### src/rtl/pec_pkg.sv
// Contract
// - core events count only while core active
// - unhalted cycle events stop on halt, despite snoops
// - unit-mask bits 15:14 = 11 count all cores
// - bus data-ready mask 20H counts all agents
// - code 30H counts second-level reject cycles
// - code 32H counts second-level idle cycles
// - 3C/00H counts unhalted core clock cycles
// - 3C/01H counts bus cycles while unhalted
// - 3C/02H counts bus cycles, other core halted
// - 4FH counts prefetch requests, resubmits included
// - 78H/01H counts data cache share snoops
// - 7DH counts bus cycles with nothing outstanding
// - 77H counts snoop responses seen on bus
// - full-line writes count cached and uncached writes
// - remote writes uncached; local writes cached only
// - memctl reads only; home reads add inv-to-excl
// - uncore bandwidth events under 20H, 2CH, 2FH
package pec_pkg;
    localparam int PEC_NUM_CTR = 2;
    localparam int PEC_DW      = 32;
    localparam int PEC_AW      = 8;

    // register map, one word per register
    localparam logic [7:0] PEC_EVTSEL_BASE = 8'h00;
    localparam logic [7:0] PEC_CTR_BASE    = 8'h20;
    localparam logic [7:0] PEC_STATUS_ADDR = 8'h40;
    localparam logic [7:0] PEC_REG_STRIDE  = 8'h04;

    // event-select field layout
    localparam int PEC_CODE_LSB = 0;
    localparam int PEC_MASK_LSB = 8;
    localparam int PEC_SPEC_LSB = 14;
    localparam int PEC_EN_BIT   = 22;

    // event codes
    localparam logic [7:0] PEC_EV_L2_REJECT = 8'h30;
    localparam logic [7:0] PEC_EV_L2_IDLE   = 8'h32;
    localparam logic [7:0] PEC_EV_UNHALTED  = 8'h3C;
    localparam logic [7:0] PEC_EV_L1_PREF   = 8'h4F;
    localparam logic [7:0] PEC_EV_SHR_SNOOP = 8'h78;
    localparam logic [7:0] PEC_EV_BUS_IDLE  = 8'h7D;
    localparam logic [7:0] PEC_EV_BUS_SNOOP = 8'h77;
    localparam logic [7:0] PEC_EV_BUS_DRDY  = 8'h62;
    localparam logic [7:0] PEC_EV_HOME_REQ  = 8'h20;
    localparam logic [7:0] PEC_EV_MC_READ   = 8'h2C;
    localparam logic [7:0] PEC_EV_MC_WRITE  = 8'h2F;

    // unit masks
    localparam logic [7:0] PEC_UM_00      = 8'h00;
    localparam logic [7:0] PEC_UM_01      = 8'h01;
    localparam logic [7:0] PEC_UM_02      = 8'h02;
    localparam logic [7:0] PEC_UM_ALL_AG  = 8'h20;
    localparam logic [1:0] PEC_SPEC_ALL   = 2'h3;
    localparam int PEC_HOME_LRD = 0;
    localparam int PEC_HOME_RRD = 1;
    localparam int PEC_HOME_LWR = 2;
    localparam int PEC_HOME_RWR = 3;

    localparam logic [7:0] PEC_BUS_RATIO = 8'h04;

    // condition inputs from core and uncore
    typedef struct packed {
        logic core_running;
        logic core_snooped;
        logic other_halted;
        logic l2_reject;
        logic l2_reject_other;
        logic l2_idle;
        logic l2_idle_other;
        logic first_level_prefetch_requests;
        logic data_cache_share_snoops;
        logic bus_idle;
        logic bus_snoop_resp;
        logic bus_drdy;
        logic bus_drdy_other;
        logic mc_write_cached_wb;
        logic mc_write_uncached;
        logic home_remote_write_uncached;
        logic home_local_write_cached;
        logic home_local_write_uncached;
        logic mc_normal_read;
        logic home_local_read;
        logic home_remote_read;
        logic home_local_inv_excl;
        logic home_remote_inv_excl;
    } pec_events_t;

    typedef struct packed {
        logic       en;
        logic [5:0] rsvd;
        logic [7:0] umask;
        logic [7:0] code;
    } pec_evtsel_t;

    typedef struct packed {
        logic [7:0] cnt;
        logic       tick;
    } pec_div_st_t;

    typedef struct packed {
        pec_evtsel_t [PEC_NUM_CTR-1:0]             evtsel;
        logic [PEC_NUM_CTR-1:0][PEC_DW-1:0]        ctr;
        logic [PEC_DW-1:0]                         rdata;
        logic                                      active;
        logic                                      running;
    } pec_state_t;
endpackage

### src/rtl/pec_bus_div.sv
// bus clock enable: one-cycle pulse every RATIO core cycles
module pec_bus_div #(
    parameter logic [7:0] RATIO = pec_pkg::PEC_BUS_RATIO
) (
    // clock and reset
    input  wire logic core_clk_i,
    input  wire logic reset_i,
    // enable out
    output logic      tick_o
);
    import pec_pkg::*;

    pec_div_st_t st_r;
    pec_div_st_t st_nxt;

    // count down so the ratio can change without a wide compare
    always_comb begin
        st_nxt = st_r;
        st_nxt.tick = 1'b0;
        if (st_r.cnt == 8'h00) begin
            st_nxt.cnt  = RATIO - 8'h01;
            st_nxt.tick = 1'b1;
        end else begin
            st_nxt.cnt = st_r.cnt - 8'h01;
        end
    end

    always_ff @(posedge core_clk_i or posedge reset_i) begin
        if (reset_i) begin
            st_r <= '0;
        end else begin
            st_r <= st_nxt;
        end
    end

    assign tick_o = st_r.tick;
endmodule

### src/rtl/pec_evt_decode.sv
// maps one event-select setting and the condition inputs to an increment
module pec_evt_decode (
    // setting and conditions
    input  wire pec_pkg::pec_evtsel_t evtsel_i,
    input  wire pec_pkg::pec_events_t ev_i,
    input  wire logic                 bus_tick_i,
    // amount to add this cycle
    output logic [2:0]                inc_o
);
    import pec_pkg::*;

    logic active;
    logic allcore;
    logic [7:0] um;

    // core events are gated by activity; uncore events are not
    always_comb begin
        active  = ev_i.core_running | ev_i.core_snooped;
        um      = evtsel_i.umask;
        allcore = (um[PEC_SPEC_LSB-PEC_MASK_LSB +: 2] == PEC_SPEC_ALL);
        inc_o   = 3'h0;
        if (evtsel_i.en) begin
            case (evtsel_i.code)
                PEC_EV_L2_REJECT: begin
                    inc_o = {2'h0, active & (ev_i.l2_reject | (allcore & ev_i.l2_reject_other))};
                end
                PEC_EV_L2_IDLE: begin
                    inc_o = {2'h0, active & (ev_i.l2_idle | (allcore & ev_i.l2_idle_other))};
                end
                PEC_EV_UNHALTED: begin
                    // halted core never counts here, snooped or not
                    if (ev_i.core_running) begin
                        case (um)
                            PEC_UM_00: inc_o = 3'h1;
                            PEC_UM_01: inc_o = {2'h0, bus_tick_i};
                            PEC_UM_02: inc_o = {2'h0, bus_tick_i & ev_i.other_halted};
                            default:   inc_o = 3'h0;
                        endcase
                    end
                end
                PEC_EV_L1_PREF: begin
                    if (um == PEC_UM_00) begin
                        inc_o = {2'h0, active & ev_i.first_level_prefetch_requests};
                    end
                end
                PEC_EV_SHR_SNOOP: begin
                    if (um == PEC_UM_01) begin
                        inc_o = {2'h0, active & ev_i.data_cache_share_snoops};
                    end
                end
                PEC_EV_BUS_IDLE: begin
                    if (um == PEC_UM_00) begin
                        inc_o = {2'h0, active & bus_tick_i & ev_i.bus_idle};
                    end
                end
                PEC_EV_BUS_SNOOP: begin
                    if (um == PEC_UM_00) begin
                        inc_o = {2'h0, active & ev_i.bus_snoop_resp};
                    end
                end
                PEC_EV_BUS_DRDY: begin
                    inc_o = {2'h0, active & (ev_i.bus_drdy | ((um == PEC_UM_ALL_AG) & ev_i.bus_drdy_other))};
                end
                PEC_EV_HOME_REQ: begin
                    // uncached local writebacks are deliberately not an input term
                    inc_o = {2'h0, um[PEC_HOME_LRD] & (ev_i.home_local_read | ev_i.home_local_inv_excl)}
                          + {2'h0, um[PEC_HOME_RRD] & (ev_i.home_remote_read | ev_i.home_remote_inv_excl)}
                          + {2'h0, um[PEC_HOME_LWR] & ev_i.home_local_write_cached}
                          + {2'h0, um[PEC_HOME_RWR] & ev_i.home_remote_write_uncached};
                end
                PEC_EV_MC_READ: begin
                    inc_o = {2'h0, um[0] & ev_i.mc_normal_read};
                end
                PEC_EV_MC_WRITE: begin
                    inc_o = {2'h0, um[0] & ev_i.mc_write_cached_wb}
                          + {2'h0, um[0] & ev_i.mc_write_uncached};
                end
                default: inc_o = 3'h0;
            endcase
        end
    end
endmodule

### src/rtl/pec_counter_logic.sv
// performance-event counter bank with a simple register port
//
// Our own choices: the plain strobed port and the register addresses.
module pec_counter_logic #(
    parameter logic [7:0] BUS_RATIO = pec_pkg::PEC_BUS_RATIO
) (
    // clock and reset
    input  wire logic                        core_clk_i,
    input  wire logic                        reset_i,
    // register port
    input  wire logic [pec_pkg::PEC_AW-1:0]  addr_i,
    input  wire logic [pec_pkg::PEC_DW-1:0]  wdata_i,
    input  wire logic                        wr_i,
    input  wire logic                        rd_i,
    output logic [pec_pkg::PEC_DW-1:0]       rdata_o,
    // event conditions
    input  wire pec_pkg::pec_events_t        ev_i,
    // state view
    output logic                             core_active_o
);
    import pec_pkg::*;

    pec_state_t st_r;
    pec_state_t st_nxt;
    logic       bus_tick;
    logic [PEC_NUM_CTR-1:0][2:0] inc;

    // bus-rate enable shared by every counter
    pec_bus_div #(
        .RATIO (BUS_RATIO)
    ) u_div (
        .core_clk_i (core_clk_i),
        .reset_i    (reset_i),
        .tick_o     (bus_tick)
    );

    // one decoder per counter
    for (genvar g = 0; g < PEC_NUM_CTR; g++) begin : g_dec
        pec_evt_decode u_dec (
            .evtsel_i   (st_r.evtsel[g]),
            .ev_i       (ev_i),
            .bus_tick_i (bus_tick),
            .inc_o      (inc[g])
        );
    end

    // counting, register writes and reads; a software write beats a count
    always_comb begin
        st_nxt         = st_r;
        st_nxt.rdata   = '0;
        st_nxt.active  = ev_i.core_running | ev_i.core_snooped;
        st_nxt.running = ev_i.core_running;
        for (int i = 0; i < PEC_NUM_CTR; i++) begin
            st_nxt.ctr[i] = st_r.ctr[i] + PEC_DW'(inc[i]);
            if (wr_i && addr_i == PEC_EVTSEL_BASE + PEC_REG_STRIDE * 8'(i)) begin
                st_nxt.evtsel[i] = pec_evtsel_t'(wdata_i[PEC_EN_BIT:0]);
                st_nxt.evtsel[i].rsvd = '0; // reserved bits never hold a one
            end
            if (wr_i && addr_i == PEC_CTR_BASE + PEC_REG_STRIDE * 8'(i)) begin
                st_nxt.ctr[i] = wdata_i;
            end
            if (rd_i && addr_i == PEC_EVTSEL_BASE + PEC_REG_STRIDE * 8'(i)) begin
                st_nxt.rdata = {{(PEC_DW-PEC_EN_BIT-1){1'b0}}, st_r.evtsel[i]};
            end
            if (rd_i && addr_i == PEC_CTR_BASE + PEC_REG_STRIDE * 8'(i)) begin
                st_nxt.rdata = st_r.ctr[i];
            end
        end
        if (rd_i && addr_i == PEC_STATUS_ADDR) begin
            st_nxt.rdata = {{(PEC_DW-2){1'b0}}, st_r.running, st_r.active};
        end
    end

    // state register; reset leaves every select disabled
    always_ff @(posedge core_clk_i or posedge reset_i) begin
        if (reset_i) begin
            st_r <= '0;
        end else begin
            st_r <= st_nxt;
        end
    end

    assign rdata_o       = st_r.rdata;
    assign core_active_o = st_r.active;

    // helper view of counter 0 for the checks below
    pec_evtsel_t     es0;
    logic            nowr0;
    logic [7:0]      code0;
    logic [7:0]      um0;
    assign es0   = st_r.evtsel[0];
    assign code0 = es0.code;
    assign um0   = es0.umask;
    assign nowr0 = !(wr_i && addr_i == PEC_CTR_BASE);

    // helper view of counter 1; the bench runs the remaining core codes here
    pec_evtsel_t     es1;
    logic            nowr1;
    logic            act1;
    logic [7:0]      code1;
    logic [7:0]      um1;
    assign es1   = st_r.evtsel[1];
    assign code1 = es1.code;
    assign um1   = es1.umask;
    assign act1  = ev_i.core_running | ev_i.core_snooped;
    assign nowr1 = !(wr_i && addr_i == PEC_CTR_BASE + PEC_REG_STRIDE);
endmodule

### config.mk
export PLATFORM = sky130hd
export DESIGN_NAME = pec_counter_logic
export DESIGN_NICKNAME = d
export VERILOG_FILES = /design/src/rtl/pec_pkg.sv /design/src/rtl/pec_bus_div.sv /design/src/rtl/pec_evt_decode.sv /design/src/rtl/pec_counter_logic.sv
export SDC_FILE = /design/constraint.sdc
export NUM_CORES = 1
export LEC_CHECK = 0
export BUFFER_PORTS_ARGS = -buffer_cell sky130_fd_sc_hd__clkbuf_2
export CAP_MARGIN = 20
export CORE_MARGIN = 4
export CORE_UTILIZATION = 30
export CTS_CLUSTER_SIZE = 20
export DETAILED_ROUTE_END_ITERATION = 6
export RECOVER_POWER = 50
export SLEW_MARGIN = 10
export SYNTH_ARGS = -nofsm -noshare
export SYNTH_HDL_FRONTEND = slang
export SYNTH_HIERARCHICAL = 1
export SYNTH_SLANG_ARGS = --single-unit
export TNS_END_PERCENT = 30
### constraint.sdc
create_clock -name core_clk_i -period 10.5 [get_ports core_clk_i]
set_input_delay 0.525 -clock core_clk_i [delete_from_list [all_inputs] [get_ports core_clk_i]]
set_output_delay 0.525 -clock core_clk_i [all_outputs]
set_load 0.01 [all_outputs]
[Word level (Yosys, flattened, before mapping)]
Cells that the tools add are included.
Cells by class
  add/subtract/negate cells: 11
  eq/ne operators: 34
  mux-type cells: 25
  bitwise operators: 41
  reductions and logical operators: 13
Operators by type and width (number)
  $mux 32: 6
  $eq 8x6->1 const B: 16
  $eq 8x7->1 const B: 11
  $pmux 3 s11: 2
  $add 32x3->32: 2
  $and 1x1->1: 32
  $logic_not 8->1: 4
  $mux 23: 1
  $eq 8x1->1 const B: 2
  $eq 8x2->1 const B: 2
  $add 3x1->3: 4
  $mux 3: 4
  $logic_and 1x1->1: 9
  $mux 1: 9
  $or 1x1->1: 9
  $add 1x1->2: 4
  $eq 8x3->1 const B: 1
  $mux 8: 1
  $sub 8x1->8 const B: 1
  $pmux 1 s3: 2
  $eq 2x2->1 const B: 2
Storage, ports and cells
  flip-flop bits (word level): 141
  input port bits: 67
  output and inout bits: 33
  word-level logic and storage cells: 137

[Depth between registers and ports, before layout]
Gate-level depths: netlist (run 1).
  word-level depth: 9
  gate-level depth with buffers: 14
  depth with buffers taken out: 14

[By module]
The synthesis (run 1) kept the hierarchy.
By module, submodules not included
  pec_counter_logic: times used 1, cells each 645, area an instance 6771.5 sq um, sequential area each 3303.2 sq um
  pec_evt_decode at g_dec[1].u_dec: times used 1, cells each 81, area an instance 584.3 sq um, sequential area each 0.0 sq um
  pec_evt_decode at g_dec[0].u_dec: times used 1, cells each 84, area an instance 571.8 sq um, sequential area each 0.0 sq um
  pec_bus_div: times used 1, cells each 40, area an instance 406.6 sq um, sequential area each 225.2 sq um

[Worst setup path after synthesis (run 1)]
No wires, ideal clock.
  path kind: in2reg
  start point: input port ev_i[1] (netlist name)
  end point: register st_r[80] (netlist name)
  setup time: 0.137 ns
  data arrival time: 3.285 ns
  data required time: 10.363 ns
  setup slack: 7.078 ns
  stages: 13
  path buffers: 0
  cell sequence: o21a_1 > fa_1 > ha_1 > a32o_1 > a21oi_1 > a311oi_2 > ha_1 > fa_1 > a21oi_1 > nor3_1 > nand3_1 > xor2_1 > a21oi_1
RTL lines
  start, declared: line pec_counter_logic.sv:17  | input wire pec_pkg::pec_events_t ev_i,
  end signal, assigned: line pec_counter_logic.sv:79  | st_r <= st_nxt;
  end, declared: line pec_counter_logic.sv:23  | pec_state_t st_r;

==> results of run 1 <==
[power breakdown]
part	internal (mW)	leakage, nW	switching [mW]
combinational	0.0479	1.86	0.0576
sequential	0.567	1.92	0.0394
clock	0.433	0.309	0.234
[metal layers]
metal	wire length, µm	part of all wire (%)	global-route usage (%)	vias up
met4	517	2.2	4.71	2
met2	11100	48	24.9	174
met1	10500	45	20.1	3219
met3	1210	5.2	4.11	28
met5	8	0.034	0	-
li1	-	-	-	3141
[registers in the layout, summed over array words and instances, names as in the netlist]
| signal | cells |
|---|---|
| code0 | 8 |
| code1 | 8 |
| core_active_o | 1 |
| es0 | 1 |
| es1 | 1 |
| rdata_o | 32 |
| st_r | 65 |
| u_div/st_r | 8 |
| u_div/tick_o | 1 |
| um0 | 8 |
| um1 | 8 |
[worst paths after layout]
kind                     depth (start not counted)             to  slack [ns]
setup / recovery                                 3       st_r[83]        5.19
min in group core_clk_i                          2     rdata_o[1]        0.30
max in group core_clk_i                         13       st_r[86]        6.28
setup reg to reg                                13       st_r[86]        6.28
hold reg to reg                                  1  u_div/st_r[7]        0.52
hold / removal                                   2  u_div/st_r[4]        0.08
[through the flow]
stage / instances / worst slack, ns / total power, mW
floorplan: 849 / 6.45 / 0.675
global placement: 1247 / 6.22 / 0.719
detailed placement: 1248 / 6.23 / 0.721
CTS: 1279 / 6.29 / 1.39
global route: 1281 / 4.10 / 1.43
finish: 1281 / 5.19 / 1.38
[area by class of cell]
| cell class | instances | area [µm²] | area share [%] |
|---|---|---|---|
| multi-input combinational | 622 | 4320 | 45.4 |
| sequential | 141 | 3530 | 37.1 |
| timing repair buffer | 106 | 523 | 5.50 |
| tap | 372 | 465 | 4.89 |
| clock buffer | 21 | 460 | 4.84 |
| clock inverter | 10 | 188 | 1.97 |
| inverter | 9 | 35.0 | 0.368 |
==> flow_metrics.env, run 1 <==
export IMPL_vias=6564
export IMPL_worst_pin_slew_ns=3.50
export IMPL_ioPinCount=100
export IMPL_syn_area_per_cell_um2=9.81
export IMPL_core_um2=27100
export IMPL_crit_family="buffers and inverters"
export IMPL_place_area_um2=8900
export IMPL_finalNetCount=981
export IMPL_period_needed_ns=5.31
export IMPL_cap_violations=2
export IMPL_antenna_found_initial=1
export IMPL_status="finished with violations"
export IMPL_yosys_warnings=6
export IMPL_irDropWorstVdd_v=0.000107
export IMPL_mostFrequentLayoutCells="141 x dfrtp_1, 78 x nor2_1, 70 x nand2_1, 63 x clkbuf_2, 46 x a21oi_1"
export IMPL_arrival_ns=5.04
export IMPL_fin_crit_sh_pct=50.6
export IMPL_cts_resized=0
export IMPL_p_leak_nw=4.08
export IMPL_cp_start_kind="input port"
export IMPL_cts_clk_slew_worst_paths_ns=0.06
export IMPL_slew_violations=135
export IMPL_clock_sinks=141
export IMPL_numCtsBuffers=17
export IMPL_final_area_um2=9520
export IMPL_synth_nets=933
export IMPL_antenna_cells=0
export IMPL_grt_pass1_wl_mm=37.0
export IMPL_grt_remaining_overflow=0
export IMPL_violations="max-capacitance violations, max-slew violations"
export IMPL_grt_max_degree=69
export IMPL_finClkSkew_ns=0.00614
export IMPL_path_cells="clkbuf_1 -> clkinvlp_2 -> clkbuf_1"
export IMPL_power_per_cell_area_nw_per_um2=145
export IMPL_wl_per_cell_um=18.2
export IMPL_end_kind="async pin"
export IMPL_cts_tree="built"
export IMPL_die_area_um2=30500
export IMPL_ant_nets=0
export IMPL_path_class="in -> async"
export IMPL_die_w_um=175
export IMPL_rsz0062_at_grt="false"
export IMPL_worstHoldPathType="in -> async"
export IMPL_crit_top_cell="clkbuf_1"
export IMPL_fmax_mhz=188
export IMPL_maxSlewHeadroom_pct=-133
export IMPL_crit_path_max_fanout=68
export IMPL_hold_viol=0
export IMPL_final_util_pct=35.1
export IMPL_post_cts_setup_buffer_count=0
export IMPL_fillers=2758
export IMPL_io_buffer_count=98
export IMPL_max_stage_delay_ns=2.58
export IMPL_r2r_start="um1[0]"
export IMPL_final_common_cell="dfrtp_1"
export IMPL_cts_htree_levels=4
export IMPL_final_setup_viol_count=0
export IMPL_cpMaxStageDelayCell="clkbuf_1"
export IMPL_syn_area_um2=8330
export IMPL_critPathBufInv=3
export IMPL_cts_hold_buffers=0
export IMPL_cts_max_path_buffers=2
export IMPL_grt_pass1_vias=6477
export IMPL_syn2layout_area_growth_pct=14.2
export IMPL_tns_ns=0
export IMPL_die_h_um=175
export IMPL_drcViolationCount=0
export IMPL_cts_root_buf="clkbuf_16"
export IMPL_place_hpwl_mm=16.8
export IMPL_syn_instance_count=849
export IMPL_num_rows=60
export IMPL_wl_mm=23.3
export IMPL_required_ns=10.23
export IMPL_start_util_pct=30.7
export IMPL_layout_drive_gt1_share_pct=17.4
export IMPL_crit_start="reset_i"
export IMPL_viasPerCell=5.12
export IMPL_fin_hold_ws_ns=0.0768
export IMPL_gp_congestion=0.907
export IMPL_insertion_delay_ns=0.42
export IMPL_grt_usage_pct=15.3
export IMPL_drt_iter0_markers=425
export IMPL_dr_pass1_iters=5
Note: power is estimated with default switching activity, not from simulation.
==> run 2: changes to the inputs <==
clock period = 5.08 ns   (was 10.5 ns; I/O delays follow)
==> run 2 against run 1 <==
- the flow still finishes with violations (max-capacitance violations, max-slew violations)
- combinational power is 110% higher
- critical path depth up 11
- clock power rose by 96%
- largest power group unchanged
- die area is the same
- sequential cell count stayed put
- via count is 0.35% lower
- largest cell class unchanged
- wire length about the same
- total power increased by 100%
- sequential power increased by 110%
- highest routed layer is now met4
- clock skew increased by 0.0036 ns
- critical path type is now reg -> reg
- sequential share of layout area up 0.15 points
- count of clock-buffer cells in the layout up 1
==> flow_metrics.env, run 2 (synthesized netlist as in run 1, its figures left out) <==
export IMPL_antenna_found_initial=0
export IMPL_insertion_delay_ns=0.43
export IMPL_top_register="st_r"
export IMPL_wl_mm=23.3
export IMPL_worstHoldPathType="in -> reg"
export IMPL_r2r_cells=14
export IMPL_start_util_pct=30.7
export IMPL_critical_path_depth=14
export IMPL_finClkSkew_ns=0.00974
export IMPL_io_buffer_count=98
export IMPL_cts_htree_levels=4
export IMPL_numCtsBuffers=17
export IMPL_clock_sinks=141
export IMPL_final_area_um2=9480
export IMPL_stdcell_count=1285
export IMPL_rsz0062_at_grt="false"
export IMPL_p_leak_nw=4.09
export IMPL_grt_usage_pct=15.3
export IMPL_cpMaxStageDelayCell="dfrtp_1"
export IMPL_violations="max-capacitance violations, max-slew violations"
export IMPL_grt_remaining_overflow=0
export IMPL_viasPerCell=5.09
export IMPL_syn2layout_area_growth_pct=13.8
export IMPL_finalNetCount=984
export IMPL_gp_congestion=0.888
export IMPL_ant_nets=0
export IMPL_cts_clk_slew_worst_paths_ns=0.06
export IMPL_crit_top_cell="a21oi_1"
export IMPL_tns_ns=0
export IMPL_arrival_ns=4.21
export IMPL_place_area_um2=8920
export IMPL_grt_max_degree=90
export IMPL_end_kind="register"
export IMPL_antenna_cells=0
export IMPL_crit_start="um1[0]"
export IMPL_num_rows=60
export IMPL_layout_setup_ws_ns=1.18
export IMPL_place_hpwl_mm=16.8
export IMPL_dp_cells=1252
export IMPL_cap_violations=1
export IMPL_status="finished with violations"
export IMPL_die_w_um=175
export IMPL_critPathBufInv=1
export IMPL_final_setup_viol_count=0
export IMPL_worst_pin_slew_ns=3.46
export IMPL_r2r_start="um1[0]"
export IMPL_cts_max_path_buffers=2
export IMPL_final_util_pct=35.0
export IMPL_path_class="reg -> reg"
export IMPL_cp_start_kind="register"
export IMPL_period_needed_ns=3.90
export IMPL_cts_root_buf="clkbuf_16"
export IMPL_endpoint="st_r[96]"
export IMPL_fillers=2775
export IMPL_drcViolationCount=0
export IMPL_dr_pass1_iters=5
export IMPL_layout_drive_gt1_share_pct=17.4
export IMPL_largest_reg_flops=65
export IMPL_max_stage_delay_ns=0.52
export IMPL_irDropWorstVdd_v=0.000216
export IMPL_dp_slack_ns=1.22
export IMPL_crit_path_max_fanout=9
export IMPL_ioPinCount=100
export IMPL_required_ns=5.39
export IMPL_r2r_end="st_r[96]"
export IMPL_grt_pass1_wl_mm=37.0
export IMPL_fmax_mhz=256
export IMPL_hold_viol=0
export IMPL_core_um2=27100
export IMPL_rrSetupSlack_ns=1.18
export IMPL_cts_resized=0
export IMPL_drt_iter0_markers=410
export IMPL_slew_violations=90
export IMPL_die_h_um=175
export IMPL_vias=6541
export IMPL_fin_crit_sh_pct=76.8
export IMPL_cts_tree="built"
export IMPL_mostFrequentLayoutCells="141 x dfrtp_1, 78 x nor2_1, 70 x nand2_1, 63 x clkbuf_2, 46 x a21oi_1"
export IMPL_power_per_cell_area_nw_per_um2=293
export IMPL_crit_family="adder cells"
export IMPL_die_area_um2=30500
export IMPL_maxSlewHeadroom_pct=-131
export IMPL_grt_pass1_vias=6612
export IMPL_path_cells="o21a_1 -> fa_1 -> ha_1 -> a32o_1 -> a21oi_1 -> a311oi_2 -> ha_1 -> fa_1 -> a21oi_1 -> nor4_2 -> buf_4 -> nand4_1 -> xor2_1 -> a21oi_1"
export IMPL_wl_per_cell_um=18.1
export IMPL_final_common_cell="dfrtp_1"
## run 2: changes by cell type in the layout (fill, tap and decap cells not counted), sizes merged
cell / change
dlygate4sd3: +1
clkinvlp: -2
buf: +3
clkinv: +1
inv: +3
bufinv: -2
## run 2: power by group
group          total (mW)  internal, mW  leakage, nW  switching [mW]
Sequential           1.25          1.17         1.92          0.0800
Combinational       0.218        0.0997         1.87           0.118
Clock                1.31         0.811        0.301           0.494
Total                2.78          2.08         4.09           0.692
## run 2: worst min-delay path by stage
| stage | from | to | slack (ns) | cells after the start |
|---|---|---|---|---|
| after floorplan | reset_i | u_div/st_r[1] | 0.08 | 1 |
| after global placement | reset_i | u_div/st_r[4] | 0.28 | 2 |
| after detailed placement | reset_i | u_div/st_r[4] | 0.28 | 2 |
| after CTS | addr_i[7] | rdata_o[1] | 0.006 | 2 |
| after global routing | addr_i[7] | rdata_o[1] | 0.02 | 2 |
| final | addr_i[7] | rdata_o[1] | 0.02 | 2 |
## run 2: layout make-up
class,instances,area (µm²),share of cell area [%]
Clock buffer,22,474,5.00
Clock inverter,10,135,1.43
Inverter,9,33.8,0.356
Multi-Input combinational cell,622,4300,45.3
Sequential cell,141,3530,37.2
Tap cell,372,465,4.91
Timing Repair Buffer,109,544,5.74
## run 2: routing by layer
metal / share of wire (%) / GRT usage (%) / routed length [µm] / vias to the layer above
met5: 0 / 0 / 0 / -
met4: 1.6 / 4.84 / 367 / 0
met3: 5.8 / 3.27 / 1360 / 27
met2: 49 / 25.4 / 11300 / 183
met1: 44 / 20.0 / 10200 / 3188
li1: - / - / - / 3143
## run 2: repair_timing
| action | in CTS | in global routing |
|---|---|---|
| hold endpoints to repair | 9 | 0 |
| setup buffers | 0 | 0 |
| hold buffers | 1 | 0 |
## run 2: metrics by stage
step	hold WS (ns)	total power [mW]
final	0.0179	2.78
after global routing	0.0175	2.87
after CTS	0.00641	2.79
after detailed placement	0.282	1.49
after global placement	0.276	1.48
after floorplan	0.0819	1.39
==> run 3: changes to the inputs <==
clock period = 3.45 ns   (was 5.08 ns; I/O delays follow)
==> run 3 against run 2 <==
- the run still ends with max-capacitance violations, max-slew violations left
- via count is 6.5% higher
- worst hold slack worse by 0.0038 ns
- final area is 6.3% higher
- non-clock buffer count is 56 higher
- clock power is 37% higher
- wire length is 7.0% higher
- setup slack worse by 1.1 ns
- total power is 45% higher
- final cell count is 4.4% higher
- fmax is 15% higher
- first-iteration DRC count is 9.5% higher
- largest cell class unchanged
==> flow_metrics.env, run 3 (synthesized netlist as in run 1, its figures left out) <==
export IMPL_status="finished with violations"
export IMPL_violations="max-capacitance violations, max-slew violations"
export IMPL_antenna_cells=0
export IMPL_cts_tree="built"
export IMPL_largest_reg_flops=65
export IMPL_hold_viol=0
export IMPL_final_setup_viol_count=0
export IMPL_io_buffer_count=98
export IMPL_holdCritStartpoint="wdata_i[27]"
export IMPL_cap_violations=2
export IMPL_path_cells="o21a_1 -> fa_1 -> ha_1 -> a32o_2 -> a21oi_2 -> a311oi_2 -> ha_2 -> fa_2 -> a21oi_2 -> buf_6 -> nor4_4 -> buf_6 -> nand4_1 -> xor2_1 -> a21oi_1"
export IMPL_cts_clk_slew_worst_paths_ns=0.06
export IMPL_worst_pin_slew_ns=1.60
export IMPL_wl_per_cell_um=18.6
export IMPL_die_h_um=175
export IMPL_fillers=2760
export IMPL_required_ns=3.74
export IMPL_cts_max_path_buffers=2
export IMPL_ioPinCount=100
export IMPL_hold_end="st_r[61]"
export IMPL_dr_pass1_iters=5
export IMPL_tns_ns=0
export IMPL_finalNetCount=1040
export IMPL_r2r_cells=15
export IMPL_cts_root_buf="clkbuf_16"
export IMPL_rrSetupSlack_ns=0.06
export IMPL_grt_pass1_vias=6873
export IMPL_crit_path_max_fanout=7
export IMPL_antenna_found_initial=1
export IMPL_drt_iter0_markers=449
export IMPL_clock_sinks=141
export IMPL_finClkSkew_ns=0.0115
export IMPL_syn2layout_area_growth_pct=21.0
export IMPL_mostFrequentLayoutCells="141 x dfrtp_1, 77 x nor2_1, 70 x nand2_1, 62 x clkbuf_2, 44 x a21oi_1"
export IMPL_num_rows=60
export IMPL_grt_max_degree=71
export IMPL_grt_remaining_overflow=0
export IMPL_grt_pass1_wl_mm=38.7
export IMPL_drcViolationCount=0
export IMPL_final_common_cell="dfrtp_1"
export IMPL_viasPerCell=5.19
export IMPL_critPathBufInv=2
export IMPL_gp_congestion=0.871
export IMPL_period_needed_ns=3.39
export IMPL_place_hpwl_mm=17.6
export IMPL_rsz0062_at_grt="true"
export IMPL_arrival_ns=3.68
export IMPL_numCtsBuffers=17
export IMPL_start_util_pct=30.7
export IMPL_multi_input_area_um2=4460
export IMPL_grt_usage_pct=16.0
export IMPL_die_area_um2=30500
export IMPL_slew_violations=102
export IMPL_power_per_cell_area_nw_per_um2=400
export IMPL_r2r_start="um1[0]"
export IMPL_fin_crit_sh_pct=98.2
export IMPL_max_stage_delay_ns=0.57
export IMPL_fmax_mhz=295
export IMPL_cts_htree_levels=4
export IMPL_holdPathStages=3
export IMPL_die_w_um=175
export IMPL_core_um2=27100
export IMPL_path_class="reg -> reg"
export IMPL_cpMaxStageDelayCell="fa_1"
export IMPL_r2r_end="st_r[92]"
export IMPL_layout_drive_gt1_share_pct=23.3
export IMPL_maxSlewHeadroom_pct=-6.37
export IMPL_worstHoldPathType="in -> reg"
export IMPL_insertion_delay_ns=0.43
export IMPL_wl_mm=24.9
export IMPL_end_kind="register"
export IMPL_seq_area_um2=3530
export IMPL_cp_start_kind="register"
export IMPL_ant_nets=0
export IMPL_top_register="st_r"
export IMPL_p_leak_nw=4.38
export IMPL_irDropWorstVdd_v=0.000298
export IMPL_final_util_pct=37.2
export IMPL_vias=6963
export IMPL_crit_family="adder cells"
## run 3: per-stage QoR
step / hold slack [ns] / cell area (µm²) / power [mW] / setup slack, ns / instances
5_1_grt: 0.0171 / 10100 / 4.18 / -0.0895 / 1341
3_5_place_dp: 0.183 / 9150 / 2.23 / -0.106 / 1283
3_3_place_gp: 0.173 / 9150 / 2.22 / -0.0899 / 1283
2_1_floorplan: 0.000418 / 8330 / 2.05 / 0.152 / 849
4_1_cts: 0.00178 / 9940 / 4.06 / 0.00448 / 1334
6_report: 0.0141 / 10100 / 4.03 / 0.0617 / 1341
## run 3: worst max path at each step
stage            from        to  slack, ns  cells after the start
2_1_floorplan  um1[0]  st_r[80]       0.15                     13
3_3_place_gp   um1[0]  st_r[92]      -0.09                     15
3_5_place_dp   um1[0]  st_r[96]      -0.11                     15
4_1_cts        um1[3]  st_r[80]      0.004                     15
5_1_grt        um1[0]  st_r[91]      -0.09                     14
6_report       um1[0]  st_r[92]       0.06                     15
## run 3: final cells by class
cell class | count | area share (%)
Tap cell | 372 | 4.62
Clock buffer | 18 | 4.36
Sequential cell | 141 | 35.0
Clock inverter | 14 | 1.33
Multi-Input combinational cell | 622 | 44.3
Timing Repair Buffer | 165 | 10.0
Inverter | 9 | 0.348
## run 3: per-layer routing
| metal | wire length [µm] | global-route usage (%) | part of all wire (%) | up-vias |
|---|---|---|---|---|
| li1 | - | - | - | 3257 |
| met1 | 11100 | 21.3 | 45 | 3466 |
| met2 | 12100 | 25.8 | 49 | 207 |
| met3 | 1290 | 3.68 | 5.2 | 31 |
| met4 | 396 | 5.47 | 1.6 | 2 |
| met5 | 13 | 0 | 0.052 | - |
## run 3: worst reg2reg max path, cell delays in order (launching register included)
cell      delay, ns
dfrtp_1        0.40
o21a_1         0.13
fa_1           0.57
ha_1           0.23
a32o_2         0.23
a21oi_2        0.13
a311oi_2       0.11
ha_2           0.22
fa_2           0.40
a21oi_2        0.15
buf_6          0.14
nor4_4         0.04
buf_6          0.16
nand4_1        0.10
xor2_1         0.15
a21oi_1        0.08
## run 3: where the power goes
group | internal [mW] | switching, mW | total [mW]
Clock | 1.02 | 0.776 | 1.80
Combinational | 0.187 | 0.212 | 0.398
Sequential | 1.73 | 0.104 | 1.83
## run 3: repair_timing
| action | CTS | global route |
|---|---|---|
| gates cloned | 0 | 1 |
| pin swaps | 5 | 34 |
| buffers inserted | 2 | 6 |
| hold buffers | 17 | 0 |
| gates resized for setup | 6 | 33 |
| endpoints found under the hold margin | 54 | 0 |
| setup endpoints to repair | 9 | 39 |
